$ cat src/design/gcp_pkg.sv
// Purpose: Shared constants and types of the pin configuration block
// Assumes: 125 MHz system clock, 12-bit register byte address
// Notes:   The config register layout is carried as a packed struct
package gcp_pkg;

	localparam int PINS   = 12;
	localparam int ADDR_W = 12;
	localparam int DATA_W = 32;
	localparam int EV_PINS = 2;
	localparam int EV_LSB  = 8;

	// Register byte addresses
	localparam logic [ADDR_W-1:0] CFG_OFFSET     = 12'h1E0;
	localparam logic [ADDR_W-1:0] DIRDATA_OFFSET = 12'h1E4;
	localparam logic [ADDR_W-1:0] STAT_OFFSET    = 12'h1F0;
	localparam logic [ADDR_W-1:0] MASK_OFFSET    = 12'h1F4;

	// Field positions
	localparam int DIR_LSB      = 16;
	localparam int DATA_LSB     = 0;
	localparam int STAT_CAP_LSB = 12;
	localparam int STAT_TMR_BIT = 14;
	localparam int STAT_W       = 15;

	// Reset values
	localparam logic [DATA_W-1:0] CFG_RESET  = 32'h0000_3000;
	localparam logic [PINS-1:0]   DIR_RESET  = 12'h000;
	localparam logic [PINS-1:0]   DATA_RESET = 12'h000;
	localparam logic [STAT_W-1:0] STAT_RESET = 15'h0000;
	localparam logic [STAT_W-1:0] MASK_RESET = 15'h0000;

	// Timing
	localparam int CLK_PERIOD_PS = 8000;
	localparam int CLR_MIN_NS    = 40;
	localparam int CLR_CYCLES    =
		(CLR_MIN_NS * 1000 + CLK_PERIOD_PS - 1) / CLK_PERIOD_PS;
	// The agreement stage of the synchroniser can eat one sample
	localparam int CLR_HOLD = CLR_CYCLES - 1;
	localparam int CAP_HOLD = 1;

	typedef struct packed
	{
		logic [1:0]      reserved;
		logic [1:0]      timerClearEnable;
		logic [PINS-1:0] pinIrqPolarity;
		logic [1:0]      compareOutEnable;
		logic            pin9EventPolarity;
		logic            pin8EventPolarity;
		logic [PINS-1:0] pinBufferType;
	} gcp_cfg_type;

	typedef struct packed
	{
		logic [ADDR_W-1:0] addr;
		logic [DATA_W-1:0] wdata;
		logic              wr;
		logic              rd;
	} gcp_bus_req_type;

endpackage : gcp_pkg

$ cat src/design/gcp_pin_sync.sv
// Purpose: Three-stage synchroniser with agreement filter for pin inputs
// Assumes: Inputs are asynchronous to clk
// Notes:   Output changes only when stages two and three agree
`timescale 1ns/1ps
`default_nettype none
module gcp_pin_sync #(
	parameter int W = 12
) (
	input  wire logic         clk,
	input  wire logic         rst_n,
	input  wire logic [W-1:0] asyncIn,
	output var  logic [W-1:0] stable
);
	import gcp_pkg::*;

	logic [W-1:0] s1;
	logic [W-1:0] s2;
	logic [W-1:0] s3;
	logic [W-1:0] next_stable;

	always_comb
	begin
		next_stable = stable;
		for (int i = 0; i < W; i++)
		begin
			if (s2[i] == s3[i])
			begin
				next_stable[i] = s3[i];
			end
		end
	end

	always_ff @(posedge clk)
	begin
		if (!rst_n)
		begin
			s1     <= '0;
			s2     <= '0;
			s3     <= '0;
			stable <= '0;
		end
		else
		begin
			s1     <= asyncIn;
			s2     <= s1;
			s3     <= s2;
			stable <= next_stable;
		end
	end

endmodule : gcp_pin_sync
`default_nettype wire

$ cat src/design/gcp_hold_edge.sv
// Purpose: One pulse per active period once held for HOLD samples
// Assumes: Inputs already synchronous to clk
// Notes:   Counter saturates, so a long level gives a single pulse
`timescale 1ns/1ps
`default_nettype none
module gcp_hold_edge #(
	parameter int W    = 2,
	parameter int HOLD = 1
) (
	input  wire logic         clk,
	input  wire logic         rst_n,
	input  wire logic [W-1:0] active,
	input  wire logic [W-1:0] enable,
	output var  logic [W-1:0] pulse
);
	import gcp_pkg::*;

	localparam int CNT_W = $clog2(HOLD + 1);
	localparam logic [CNT_W-1:0] LAST = CNT_W'(HOLD - 1);
	localparam logic [CNT_W-1:0] FULL = CNT_W'(HOLD);

	logic [CNT_W-1:0] cnt [W];
	logic [CNT_W-1:0] next_cnt [W];
	logic [W-1:0]     next_pulse;

	always_comb
	begin
		for (int i = 0; i < W; i++)
		begin
			next_cnt[i]   = '0;
			next_pulse[i] = 1'b0;
			if (enable[i] && active[i])
			begin
				next_pulse[i] = (cnt[i] == LAST);
				next_cnt[i]   = (cnt[i] == FULL) ? cnt[i] : cnt[i] + 1'b1;
			end
		end
	end

	always_ff @(posedge clk)
	begin
		if (!rst_n)
		begin
			pulse <= '0;
			for (int i = 0; i < W; i++)
			begin
				cnt[i] <= '0;
			end
		end
		else
		begin
			pulse <= next_pulse;
			for (int i = 0; i < W; i++)
			begin
				cnt[i] <= next_cnt[i];
			end
		end
	end

endmodule : gcp_hold_edge
`default_nettype wire

$ cat src/design/gcp_top.sv
// Purpose: Pin configuration, level interrupts and timestamp pin functions
// Assumes: Single 125 MHz clock, synchronous active-low reset
// Notes:   Pins 9 and 8 carry compare outputs and capture/clear inputs
//
// Behaviour
// - Enabled pin event clears timer interrupt flag
// - Clear input polarity from pin polarity bits
// - Clear function only while pin is input
// - Clear inputs edge triggered, held over 40ns; logic acts once the level is seen for 4 samples (32 ns)
// - Pin at selected level sets status flag
// - Polarity bits select capture level, pins 9/8
// - Output enable drives compare events on pins
// - Compare enable forces output, buffer type kept
// - Bit 13 sets pin 9 event level
// - Bit 12 sets pin 8 event level
// - Enables and pin polarity fields reset to zero, event polarity bits 13:12 to one
// - Bits 11:0 select open-drain or push-pull
`timescale 1ns/1ps
`default_nettype none
module gcp_top (
	input  wire logic                                clk,
	input  wire logic                                rst_n,
	input  wire gcp_pkg::gcp_bus_req_type            busReq,
	output var  logic [gcp_pkg::DATA_W-1:0]          rdData,
	input  wire logic [gcp_pkg::PINS-1:0]            pinIn,
	output var  logic [gcp_pkg::PINS-1:0]            pinOut,
	output var  logic [gcp_pkg::PINS-1:0]            pinOe,
	input  wire logic [gcp_pkg::EV_PINS-1:0]         compareEvent,
	input  wire logic                                timerIrqSet,
	output var  logic [gcp_pkg::EV_PINS-1:0]         captureStrobe,
	output var  logic                                timerIrqFlag,
	output var  logic                                irq
);
	import gcp_pkg::*;

	////////////////////////////////////////////////////////////////////////
	// State
	gcp_cfg_type       cfg;
	gcp_cfg_type       next_cfg;
	logic [PINS-1:0]   dirReg;
	logic [PINS-1:0]   next_dirReg;
	logic [PINS-1:0]   dataReg;
	logic [PINS-1:0]   next_dataReg;
	logic [STAT_W-1:0] status;
	logic [STAT_W-1:0] next_status;
	logic [STAT_W-1:0] mask;
	logic [STAT_W-1:0] next_mask;
	logic [DATA_W-1:0] next_rdData;
	logic [PINS-1:0]   next_pinOut;
	logic [PINS-1:0]   next_pinOe;
	logic              next_irq;

	logic [PINS-1:0]    pinSync;
	logic [PINS-1:0]    pinActive;
	logic [PINS-1:0]    pinIsOut;
	logic [PINS-1:0]    pinValue;
	logic [EV_PINS-1:0] evActive;
	logic [EV_PINS-1:0] evIsIn;
	logic [EV_PINS-1:0] clrPulse;
	logic [STAT_W-1:0]  w1c;

	function automatic logic hit(input gcp_bus_req_type r,
		input logic [ADDR_W-1:0] a);
		return r.addr == a;
	endfunction : hit

	////////////////////////////////////////////////////////////////////////
	// Pin inputs and event qualification
	gcp_pin_sync #(.W(PINS)) u_sync (
		.clk     (clk),
		.rst_n   (rst_n),
		.asyncIn (pinIn),
		.stable  (pinSync)
	);

	// Same polarity bits serve level irq, capture and clear
	assign pinActive = ~(pinSync ^ cfg.pinIrqPolarity);
	assign evActive  = pinActive[EV_LSB +: EV_PINS];
	assign evIsIn    = ~pinIsOut[EV_LSB +: EV_PINS];

	// Held-level qualifier filters levels seen for fewer than CLR_HOLD (4) samples, one under the 40 ns minimum
	gcp_hold_edge #(.W(EV_PINS), .HOLD(CLR_HOLD)) u_clear (
		.clk    (clk),
		.rst_n  (rst_n),
		.active (evActive),
		.enable (cfg.timerClearEnable & evIsIn),
		.pulse  (clrPulse)
	);

	gcp_hold_edge #(.W(EV_PINS), .HOLD(CAP_HOLD)) u_capture (
		.clk    (clk),
		.rst_n  (rst_n),
		.active (evActive),
		.enable (evIsIn),
		.pulse  (captureStrobe)
	);

	////////////////////////////////////////////////////////////////////////
	// Pin drive
	always_comb
	begin
		pinIsOut = dirReg;
		pinValue = dataReg;
		for (int i = 0; i < EV_PINS; i++)
		begin
			if (cfg.compareOutEnable[i])
			begin
				pinIsOut[EV_LSB + i] = 1'b1;
				pinValue[EV_LSB + i] = ~(compareEvent[i] ^ (i == 1 ?
					cfg.pin9EventPolarity : cfg.pin8EventPolarity));
			end
		end
		// Open-drain only pulls low; the pin floats for a one
		for (int i = 0; i < PINS; i++)
		begin
			if (cfg.pinBufferType[i])
			begin
				next_pinOut[i] = pinValue[i];
				next_pinOe[i]  = pinIsOut[i];
			end
			else
			begin
				next_pinOut[i] = 1'b0;
				next_pinOe[i]  = pinIsOut[i] & ~pinValue[i];
			end
		end
	end

	////////////////////////////////////////////////////////////////////////
	// Registers
	always_comb
	begin
		next_cfg     = cfg;
		next_dirReg  = dirReg;
		next_dataReg = dataReg;
		next_mask    = mask;
		w1c          = '0;
		next_rdData  = '0;
		if (busReq.wr)
		begin
			if (hit(busReq, CFG_OFFSET))
			begin
				next_cfg          = gcp_cfg_type'(busReq.wdata);
				next_cfg.reserved = 2'h0;
			end
			if (hit(busReq, DIRDATA_OFFSET))
			begin
				next_dirReg  = busReq.wdata[DIR_LSB +: PINS];
				next_dataReg = busReq.wdata[DATA_LSB +: PINS];
			end
			if (hit(busReq, STAT_OFFSET))
			begin
				w1c = busReq.wdata[STAT_W-1:0];
			end
			if (hit(busReq, MASK_OFFSET))
			begin
				next_mask = busReq.wdata[STAT_W-1:0];
			end
		end
		if (busReq.rd)
		begin
			if (hit(busReq, CFG_OFFSET))
			begin
				next_rdData = cfg;
			end
			if (hit(busReq, DIRDATA_OFFSET))
			begin
				next_rdData[DIR_LSB +: PINS]  = dirReg;
				next_rdData[DATA_LSB +: PINS] =
					(pinIsOut & dataReg) | (~pinIsOut & pinSync);
			end
			if (hit(busReq, STAT_OFFSET))
			begin
				next_rdData[STAT_W-1:0] = status;
			end
			if (hit(busReq, MASK_OFFSET))
			begin
				next_rdData[STAT_W-1:0] = mask;
			end
		end
		// Sources set after the clear, so a same-cycle event survives
		next_status = status & ~w1c;
		next_status[PINS-1:0] = next_status[PINS-1:0] | pinActive;
		next_status[STAT_CAP_LSB +: EV_PINS] =
			next_status[STAT_CAP_LSB +: EV_PINS] | captureStrobe;
		if (|clrPulse)
		begin
			next_status[STAT_TMR_BIT] = 1'b0;
		end
		if (timerIrqSet)
		begin
			next_status[STAT_TMR_BIT] = 1'b1;
		end
		next_irq = |(next_status & next_mask);
	end

	always_ff @(posedge clk)
	begin
		if (!rst_n)
		begin
			cfg     <= gcp_cfg_type'(CFG_RESET);
			dirReg  <= DIR_RESET;
			dataReg <= DATA_RESET;
			status  <= STAT_RESET;
			mask    <= MASK_RESET;
			rdData  <= '0;
			pinOut  <= '0;
			pinOe   <= '0;
			irq     <= 1'b0;
		end
		else
		begin
			cfg     <= next_cfg;
			dirReg  <= next_dirReg;
			dataReg <= next_dataReg;
			status  <= next_status;
			mask    <= next_mask;
			rdData  <= next_rdData;
			pinOut  <= next_pinOut;
			pinOe   <= next_pinOe;
			irq     <= next_irq;
		end
	end

	assign timerIrqFlag = status[STAT_TMR_BIT];
endmodule : gcp_top
`default_nettype wire

$ cat config.mk
export PLATFORM = sky130hd
export DESIGN_NAME = gcp_top
export DESIGN_NICKNAME = d
export VERILOG_FILES = /design/src/design/gcp_pkg.sv /design/src/design/gcp_pin_sync.sv /design/src/design/gcp_hold_edge.sv /design/src/design/gcp_top.sv
export SDC_FILE = /design/constraint.sdc
export NUM_CORES = 1
export LEC_CHECK = 0
export ABC_AREA = 1
export CORE_MARGIN = 2
export CORE_UTILIZATION = 50
export CTS_CLUSTER_DIAMETER = 60
export DETAILED_ROUTE_END_ITERATION = 8
export DONT_BUFFER_PORTS = 1
export GPL_TIMING_DRIVEN = 1
export HOLD_SLACK_MARGIN = 0.1
export PLACE_DENSITY = 0.66
export SYNTH_ARGS = -nofsm -noshare
export SYNTH_HDL_FRONTEND = slang
export SYNTH_SLANG_ARGS = --single-unit
$ cat constraint.sdc
create_clock -name clk -period 1.86 [get_ports clk]
set_clock_uncertainty 0.15 [all_clocks]
set_input_delay 0.186 -clock clk [delete_from_list [all_inputs] [get_ports clk]]
set_output_delay 0.186 -clock clk [all_outputs]
set_load 0.01 [all_outputs]
[Word level (Yosys, flattened, before mapping)]
Memories as Yosys holds them, arrays and structs flattened.
Cells that the tools add are included.
W data, S select, Z words.
Operators by class
  add/subtract/negate cells: 4
  equality and inequality tests: 20
  mux-type cells: 41
  bitwise gates (word level): 47
  reductions and logical operators: 26
Operator list (number)
  $mux W15: 6
  $eq A12 B9 Y1 const B: 4
  $reduce_and A2 Y1: 19
  $and A15 B15 Y15: 2
  $mux W28: 1
  $mux W1: 26
  $and A12 B12 Y12: 2
  $mux W12: 2
  $not A12 Y12: 2
  $or A12 B12 Y12: 2
  $mux W3: 6
  $not A1 Y1: 16
  $not A15 Y15: 1
  $reduce_or A15 Y1: 1
  $and A1 B1 Y1: 12
  $eq A1 B1 Y1: 12
  $xor A12 B12 Y12: 1
  $add A3 B1 Y3 const B: 2
  $eq A3 B2 Y1 const B: 2
  $eq A3 B3 Y1 const B: 2
  $logic_and A1 B1 Y1: 4
  $or A1 B1 Y1: 4
  $reduce_and A3 Y1: 1
  $add A1 B1 Y1 const B: 2
  5 further kinds: 6
Word-level totals
  bits in registers: 191
  memory bits (writable): 8
  logic and storage cells: 185
  memories kept: 2
Memory list
  u_clear.cnt: depth 2, bits a word 3, read ports 2, clocked after memory_dff 0, write ports 2, RTL line gcp_hold_edge.sv:22  | logic [CNT_W-1:0] cnt [W];
  u_capture.cnt: depth 2, bits a word 1, read ports 2, clocked after memory_dff 0, write ports 2, RTL line gcp_hold_edge.sv:22

[Depth between registers and ports, before layout]
Gate-level depths: netlist (run 1).
  depth after elaboration: 9
  mapped depth: 14
  depth with buffers taken out: 13

[Hierarchy]
From an unflattened synthesis (run 1), not the netlist that was laid out.
Unflattened totals
  cells, all modules: 965
  area total of the unflattened synthesis: 7718.7 um^2
Modules (own cells, without submodules)
  gcp_top: times used 1, cells each 741, area each 5790.6 um^2
  gcp_pin_sync: times used 1, cells each 161, area each 1428.9 um^2
  gcp_hold_edge (u_clear): times used 1, cells each 53, area each 394.1 um^2
  gcp_hold_edge (u_capture): times used 1, cells each 10, area each 105.1 um^2

[Worst setup path before layout (run 1)]
No wires, ideal clock.
  path kind: input to register
  start point: input busReq[41] (netlist bit)
  end point: register irq
  setup time: 128 ps
  arrival time: 1262 ps
  setup slack: 320 ps
  stages on the path: 13
  buffers on the path: 2
  cells stage by stage: nand2_1 > nor2_2 > buf_6 > nand4_4 > buf_6 > nand2_2 > nand2_1 > nand2_1 > nand2_1 > nor2_1 > nand2_1 > nor2_1 > nor2_1
Between the ends
  cells in the longest elaborated chain, start to end: 9
  elaborated cells between the ends (all ways): 14
  those cells by class: eq/ne (2); mux (6); bitwise (5); reduce/logical (1)
Ends and longest elaborated chain
  start: declaration: RTL line gcp_top.sv:23  | input wire gcp_pkg::gcp_bus_req_type busReq,
  $eq A12 B9 Y1: RTL line gcp_top.sv:64  | return r.addr == a;
  $mux W15: RTL line gcp_top.sv:151  | if (hit(busReq, STAT_OFFSET))
  $mux W15: RTL line gcp_top.sv:139  | if (busReq.wr)
  $not A15 Y15: RTL line gcp_top.sv:182  | next_status = status & ~w1c;
  $and A15 B15 Y15: RTL line gcp_top.sv:182
  $mux W1: RTL line gcp_top.sv:186  | if (|clrPulse)
  $mux W1: RTL line gcp_top.sv:190  | if (timerIrqSet)
  $and A15 B15 Y15 *: RTL line gcp_top.sv:194  | next_irq = |(next_status & next_mask);
  $reduce_or A15 Y1 *: RTL line gcp_top.sv:194
  end signal: assignment: RTL line gcp_top.sv:221  | irq <= next_irq;
  end: declaration: RTL line gcp_top.sv:32  | output var logic irq
Every way passes the cells marked *; elsewhere a longest branch is shown, timed or not.
A chain may end at the register's enable or synchronous reset.

[Final worst setup path (run 1)]
  start point: input busReq[41] (netlist bit)
  end point: register dirReg[9]
Between the ends
  cells in the longest elaborated chain, start to end: 2
Ends and longest elaborated chain
  $eq A12 B9 Y1: RTL line gcp_top.sv:64
  $reduce_and A2 Y1 (no line)
  end signal: assignment: RTL line gcp_top.sv:214  | dirReg <= next_dirReg;
  end: declaration: RTL line gcp_top.sv:40  | logic [PINS-1:0] dirReg;
Every way passes these cells.

==> results of run 1 <==
-- timing repair --
| action | CTS | global route |
|---|---|---|
| resized for setup | 0 | 10 |
| hold endpoints to repair | 172 | 2 |
| hold buffers | 117 | 1 |
| setup endpoints to repair | 0 | 16 |
-- final timing paths --
path	to	slack, ps
hold reg to reg	u_capture.pulse[1]	250
setup reg to reg	irq	250
setup / recovery	dirReg[9]	130
hold / removal	mask[11]	120
-- critical path, delay by kind of cell --
family / cells / cell delay (ps)
buf+inv: 4 / 1040
simple gates: 6 / 670
-- routing by layer --
metal  vias to the layer above  part of all wire (%)  wire, um
li1                       3354                     -         -
met1                      3138                    45      9150
met2                       273                    45      9200
met3                        31                   7.7      1560
met4                         0                   1.7       354
met5                         -                     0         0
-- kinds of logic after synthesis --
logic type | count (synthesis) | synth area share [%]
and+or+nand+nor | 354 | 20.3
AOI/OAI and AO/OA | 214 | 15.2
DFF | 199 | 52.1
buffers and inverters | 176 | 9.47
xor gates and xnor gates | 16 | 1.83
adders and majority gates | 6 | 0.983
other | 1 | 0.0491
-- cells in the final DEF (no fill, tap or decap), drive strengths merged, types with 12 or more instances in the layout --
| cell type | synthesis | routed |
|---|---|---|
| nor3 | 13 | 13 |
| inv | 122 | 126 |
| o21ai | 76 | 76 |
| buf | 30 | 26 |
| xor2 | 14 | 14 |
| a21oi | 94 | 94 |
| dfxtp | 199 | 199 |
| nand2 | 208 | 208 |
| o31ai | 12 | 12 |
| nand3 | 39 | 39 |
| nand4 | 16 | 16 |
| nor2 | 66 | 66 |
| dlygate4sd3 | 0 | 113 |
| clkbuf | 23 | 22 |
-- final cells by class --
type,count,area share [%]
Sequential cell,199,41.1
Multi-Input combinational cell,592,30.5
Timing Repair Buffer,143,15.2
Inverter,123,4.84
Clock buffer,20,4.50
Tap cell,188,2.43
Clock inverter,12,1.47
-- stage by stage --
step                      power (W)  cells  util, %  hold WS (ps)
after floorplan             0.00461    967        -           134
after global placement      0.00461   1126     52.0           135
after detailed placement    0.00462   1126     52.0           138
after CTS                   0.00849   1275     63.9           101
after global routing        0.00873   1277     64.3           133
final                       0.00844   1277     64.3           119
-- power by group through the flow --
| stage | clock (W) | combinational (W) | sequential, W |
|---|---|---|---|
| 5_1_grt | 0.00392 | 0.000466 | 0.00435 |
| 3_5_place_dp | 0 | 0.000177 | 0.00444 |
| 3_3_place_gp | 0 | 0.000174 | 0.00444 |
| 6_report | 0.00367 | 0.000427 | 0.00434 |
| 4_1_cts | 0.00374 | 0.000409 | 0.00434 |
| 2_1_floorplan | 0 | 0.000179 | 0.00443 |
-- flip-flops by register name (all words and copies together) (netlist names) --
register,flops
irq,1
u_clear.cnt,6
dirReg,12
u_sync.s1,12
u_sync.s3,12
rdData,30
mask,15
dataReg,12
u_sync.stable,12
status,15
cfg,30
u_capture.pulse,2
pinOe,12
u_capture.cnt,2
u_sync.s2,12
pinOut,12
u_clear.pulse,2
==> reports/metrics.csv, run 1 <==
stage,metric,value,unit
route,routed-via-count,6796,
power_and_ir_drop,sw_frac_of_total,22.7,%
yosys,synth_common_cells,"dfxtp_1 (199), nand2_1 (194), inv_1 (121), a21oi_1 (94), o21ai_0 (66)",
grt,all_layer_global_routing_usage,25.5,%
min_path,worstHoldStart,busReq[36],
clocking,cts.clk_slew.worst_paths,70,ps
yosys,synthesized_area_divided_by_synthesized_cell_count,7.91,um2
setup_path,worstPathCellList,"nand2_1, nor3b_2, buf_4, nand2_2, nor2_4, inv_4, buf_4, nor2_1, nor2_1, dlygate4sd3_1",
place,placedInstanceArea,7840,um2
timing,fin_max_slew_vios,0,
place,detailedPlacementHpwl,12600,um
grt,via_count_of_the_first_global_routing_pass,6309,
setup_path,timing.critical_path.to_type,flop,
yosys,synth_top_cells_by_area,"dfxtp_1 (52%), nand2_1 (9.5%), a21oi_1 (6.2%)",
timing,worst_slew_margin_rel,52.9,%
yosys,synth.cell_area,7640,um2
setup_path,cp_max_fo,15,
floorplanning,placementRows,45,
floorplanning,die-area,16300,um2
place,finalWeightedCongestion,0.820,
finish,design_area,9700,um2
timing,summed_negative_setup_slack_over_all_endpoints,0,ps
finish,seq_area,3980,um2
clocking,cts_htree_levels,4,
place,io_buffers,0,
clocking,tritoncts_num_sinks,199,
run,timing.max_cap.violations,0,
yosys,sequential_element_share_of_the_synthesized_area,52.1,%
clocking,tritoncts,yes,
yosys,synthFlopType,dfxtp_1,
route,drt_pass1_iterations,6,
yosys,total_number_of_yosys_warnings,0,
route,detailedRoute.firstIterationViolations,524,
setup_path,setup.worst_path.start_class,input port,
clocking,tritoncts.num_buffers,17,
floorplanning,design.core.area,15100,um2
clocking,root_buffer,clkbuf_16,
setup_path,critical_path_required,2040,ps
route,routedWlPerCell,15.9,um
finish,final_layout_size_suffix_gt1_share,7.53,%
yosys,yosys.area.top_type,dfxtp_1,
power_and_ir_drop,p_leak,4.02,nW
power_and_ir_drop,share_clk_of_total_power,43.5,%
floorplanning,die_y,128,um
timing,max_freq,580,MHz
clocking,post-cts-setup-buffer-count,0,
timing,layout_min_cycle_time,1730,ps
timing,fin_crit_sh,92.8,%
setup_path,worst_r2r_path_depth,8,
min_path,hp-class,in -> reg,
yosys,postSynth.asyncResetShare,0,%
grt,final_global_route_overflow_total,0,
finish,area_delta_synth_final,26.9,%
timing,unrepaired_setup_endpoints_after_global_routing,false,
setup_path,arrival_time_of_data_at_the_critical_path_endpoint,1900,ps
place,pre_cts_ws,120,ps
power_and_ir_drop,pwr_per_cell_area,871,nW/um2
yosys,distinct_cell_type_count_of_the_synthesized_netlist,36,
setup_path,r2r_start,u_sync.stable[2],
grt,use_met2,39.5,%
yosys,count_of_mapped_cells_out_of_synthesis,966,
yosys,count_of_flip_flops_with_a_built_in_enable_after_synthesis,0,
finish,antenna_cells_inserted,0,
finish,multi_input_area,2960,um2
power_and_ir_drop,internal_power,0.00653,W
setup_path,crit_path_top_delay_cell,dlygate4sd3_1,
floorplanning,die_width,128,um
timing,timing.final.setup_violations,0,
grt,antenna_violations_before_repair,0,
timing,max_slew.worst_pin.slew,706,ps
setup_path,critical_path.startpoint,busReq[41],
finish,design.final.nets,1145,
floorplanning,start_util,50.6,%
grt,grt.busiest_layer,met2,
timing,hold_violations,0,
min_path,hold_depth,5,
yosys,synthMostInstantiatedCell,dfxtp_1,
clocking,cts_buffer_depth,2,
power_and_ir_drop,share_comb_of_total_power,5.1,%
floorplanning,ioPinCount,123,
grt,grt_max_degree,65,
route,viasPerCell,5.32,
grt,met1_usage,35.0,%
yosys,postSynthRegisterBits,199,
outcome,run_status,"finished, final reports clean",
route,postRouteAntennaNets,0,
finish,layout.filler_cells,1331,
power_and_ir_drop,seq_power_share,51.4,%
clocking,insertion_delay,440,ps
power_and_ir_drop,ir_drop,647,uV
grt,groute.layer.met3.usage,6.24,%
grt,grt_pass1_wl,32400,um
timing,layout_setup_ws,134,ps
route,post-route-drc-count,0,
route,drt_wl_total,20300,um
yosys,netlist.area_leader.share,52.1,%
setup_path,timing_worst_setup_path_type,in -> reg,
setup_path,critical_path.max_stage_delay,560,ps
power_and_ir_drop,power.net_switching,0.00191,W
No activity file was read; power rests on OpenSTA's default activity.
==> run 2, diff against run 1 <==
- RECOVER_POWER: not set -> 50
==> run 2 against run 1 <==
Compared with the run above:
- critical path depth fell by 5
- clock power about the same
- flip-flop and latch count did not move
- cell count is the same
- sequential share of layout area is 0.13 points higher
- count of clock-buffer cells in the layout is the same
- utilization decreased by 0.20 points
- final area is 0.31% lower
- sequential power barely moved
- first-iteration DRC count is 12% higher
- largest cell class unchanged
- highest routed layer unchanged
==> reports/metrics.csv, run 2 (synthesis results as in run 1) <==
stage,metric,value,unit,change
outcome,run_status,"finished, final reports clean",,
finish,final_layout_size_suffix_gt1_share,7.35,%,-0.18 points
setup_path,arrival_time_of_data_at_the_critical_path_endpoint,1990,ps,+90 ps
timing,final.hold.worst_slack,114,ps,-4.74 ps
floorplanning,ioPinCount,123,,unchanged
clocking,tritoncts_num_sinks,199,,unchanged
min_path,hp-class,in -> reg,,
route,routed-via-count,6742,,-0.79%
place,detailedPlacementHpwl,12600,um,unchanged
floorplanning,placementRows,45,,unchanged
clocking,tritoncts.num_buffers,17,,unchanged
setup_path,setup.worst_path.start_class,input port,,
floorplanning,start_util,50.6,%,unchanged
run,timing.max_cap.violations,0,,unchanged
finish,design.final.nets,1145,,unchanged
finish,layout_commonest_cell,dfxtp_1,,
clocking,tritoncts,yes,,
clocking,insertion_delay,450,ps,about the same
grt,all_layer_global_routing_usage,25.5,%,unchanged
setup_path,worstPathCellList,"dlygate4sd3_1, clkbuf_16, clkbuf_2, o21ai_0, a21oi_1",,
timing,summed_negative_setup_slack_over_all_endpoints,0,ps,unchanged
route,drt_pass1_iterations,6,,unchanged
place,numPlacedInstances,1126,,unchanged
timing,layout_min_cycle_time,1770,ps,+41.6 ps
route,routedWlPerCell,15.9,um,about the same
finish,reg.largest.list,"cfg (30), rdData (30)",,
finish,layout.filler_cells,1337,,+0.45%
timing,fin_crit_sh,95.0,%,+2.2 points
place,finalWeightedCongestion,0.820,,unchanged
grt,grt_max_degree,65,,unchanged
setup_path,critical_path_required,2090,ps,+50 ps
clocking,post-cts-setup-buffer-count,0,,unchanged
route,post-route-drc-count,0,,unchanged
finish,layout_common_cells,"dfxtp_1 (199), nand2_1 (194), inv_1 (120)",,
route,postRouteAntennaNets,0,,unchanged
timing,unrepaired_setup_endpoints_after_global_routing,false,,
setup_path,cp_max_fo,33,,+18
timing,fin_max_slew_vios,0,,unchanged
grt,final_global_route_overflow_total,0,,unchanged
finish,area_delta_synth_final,26.5,%,
clocking,cts.clk_slew.worst_paths,70,ps,about the same
clocking,root_buffer,clkbuf_16,,
grt,grt_pass1_wl,32400,um,unchanged
timing,max_freq,566,MHz,-2.4%
place,io_buffers,0,,unchanged
clocking,cts_buffer_depth,2,,unchanged
timing,max_slew.worst_pin.slew,722,ps,+15.5 ps
floorplanning,die_width,128,um,unchanged
power_and_ir_drop,pwr_per_cell_area,873,nW/um2,+0.32%
power_and_ir_drop,ir_drop,655,uV,+1.2%
finish,antenna_cells_inserted,0,,unchanged
route,detailedRoute.firstIterationViolations,589,,+12%
grt,via_count_of_the_first_global_routing_pass,6309,,unchanged
floorplanning,design.core.area,15100,um2,unchanged
power_and_ir_drop,p_leak,4.00,nW,-0.38%
floorplanning,die_y,128,um,unchanged
grt,antenna_violations_before_repair,0,,unchanged
clocking,cts_htree_levels,4,,unchanged
route,viasPerCell,5.28,,-0.79%
finish,layoutNonFillerInstCount,1277,,unchanged
setup_path,crit_path_top_delay_cell,clkbuf_2,,
route,drt_wl_total,20300,um,about the same
timing,hold_violations,0,,unchanged
timing,worst_slew_margin_rel,51.9,%,-1.0 points
timing,timing.final.setup_violations,0,,unchanged
setup_path,timing.critical_path.to_type,flop,,
floorplanning,die-area,16300,um2,unchanged
setup_path,timing_worst_setup_path_type,in -> reg,,
setup_path,critical_path.max_stage_delay,610,ps,+50 ps
[run 2: area by class of cell]
class	count	area [um2]	share of cell area, %
inverters	123	469	4.85
flip-flops and latches	199	3980	41.2
clock inverters	12	143	1.48
clock buffers	20	437	4.52
multi-input cells	592	2960	30.6
repair buffers	143	1450	14.9
well taps	188	235	2.43
[run 2: metrics by stage]
step / worst slack, ps / utilization, % / instance area (um2) / total power, W
after detailed placement: 120 / 52.0 / 7840 / 0.00462
after floorplan: 320 / - / 7640 / 0.00461
final: 92.8 / 64.1 / 9670 / 0.00844
after global routing: 3.52 / 64.1 / 9670 / 0.00872
after global placement: 98.1 / 52.0 / 7840 / 0.00461
after CTS: 28.4 / 63.9 / 9640 / 0.00849
[run 2: routing by layer]
layer | track usage [%] | part of all wire [%] | wire length [um] | vias to the layer above
li1 | - | - | - | 3346
met1 | 35.0 | 45 | 9160 | 3111
met2 | 39.5 | 45 | 9170 | 253
met3 | 6.24 | 7.7 | 1550 | 32
met4 | 8.40 | 1.8 | 374 | 0
met5 | 0 | 0 | 0 | -
[run 2: path summary, 6_finish.rpt]
kind | start | to | slack, ps | cells past startpoint
worst max-delay path | rst_n | cfg[1] | 90 | 5
worst min register to register | u_capture.cnt[0][1] | u_capture.pulse[1] | 250 | 1
worst min-delay path | busReq[36] | mask[11] | 110 | 5
worst max register to register | u_sync.stable[2] | irq | 270 | 8
[run 2: repair_timing]
item / in CTS / in global routing
endpoints found under the hold margin: 172 / 2
gates resized for setup: 0 / 10
hold buffers: 117 / 1
endpoints found under the setup margin: 0 / 16
[run 2: power breakdown]
part | leakage [nW] | total (W) | internal, W | switching [W]
Clock | 0.274 | 0.00368 | 0.00201 | 0.00168
Sequential | 1.62 | 0.00434 | 0.00431 | 0.0000283
Combinational | 2.11 | 0.000418 | 0.000203 | 0.000215
Total | 4.00 | 0.00844 | 0.00652 | 0.00192
[run 2: worst max-delay path: cells and delay by family]
family / cells / cell delay (ps)
AO/OA/AOI/OAI: 2 / 350
buffers and inverters: 3 / 1430
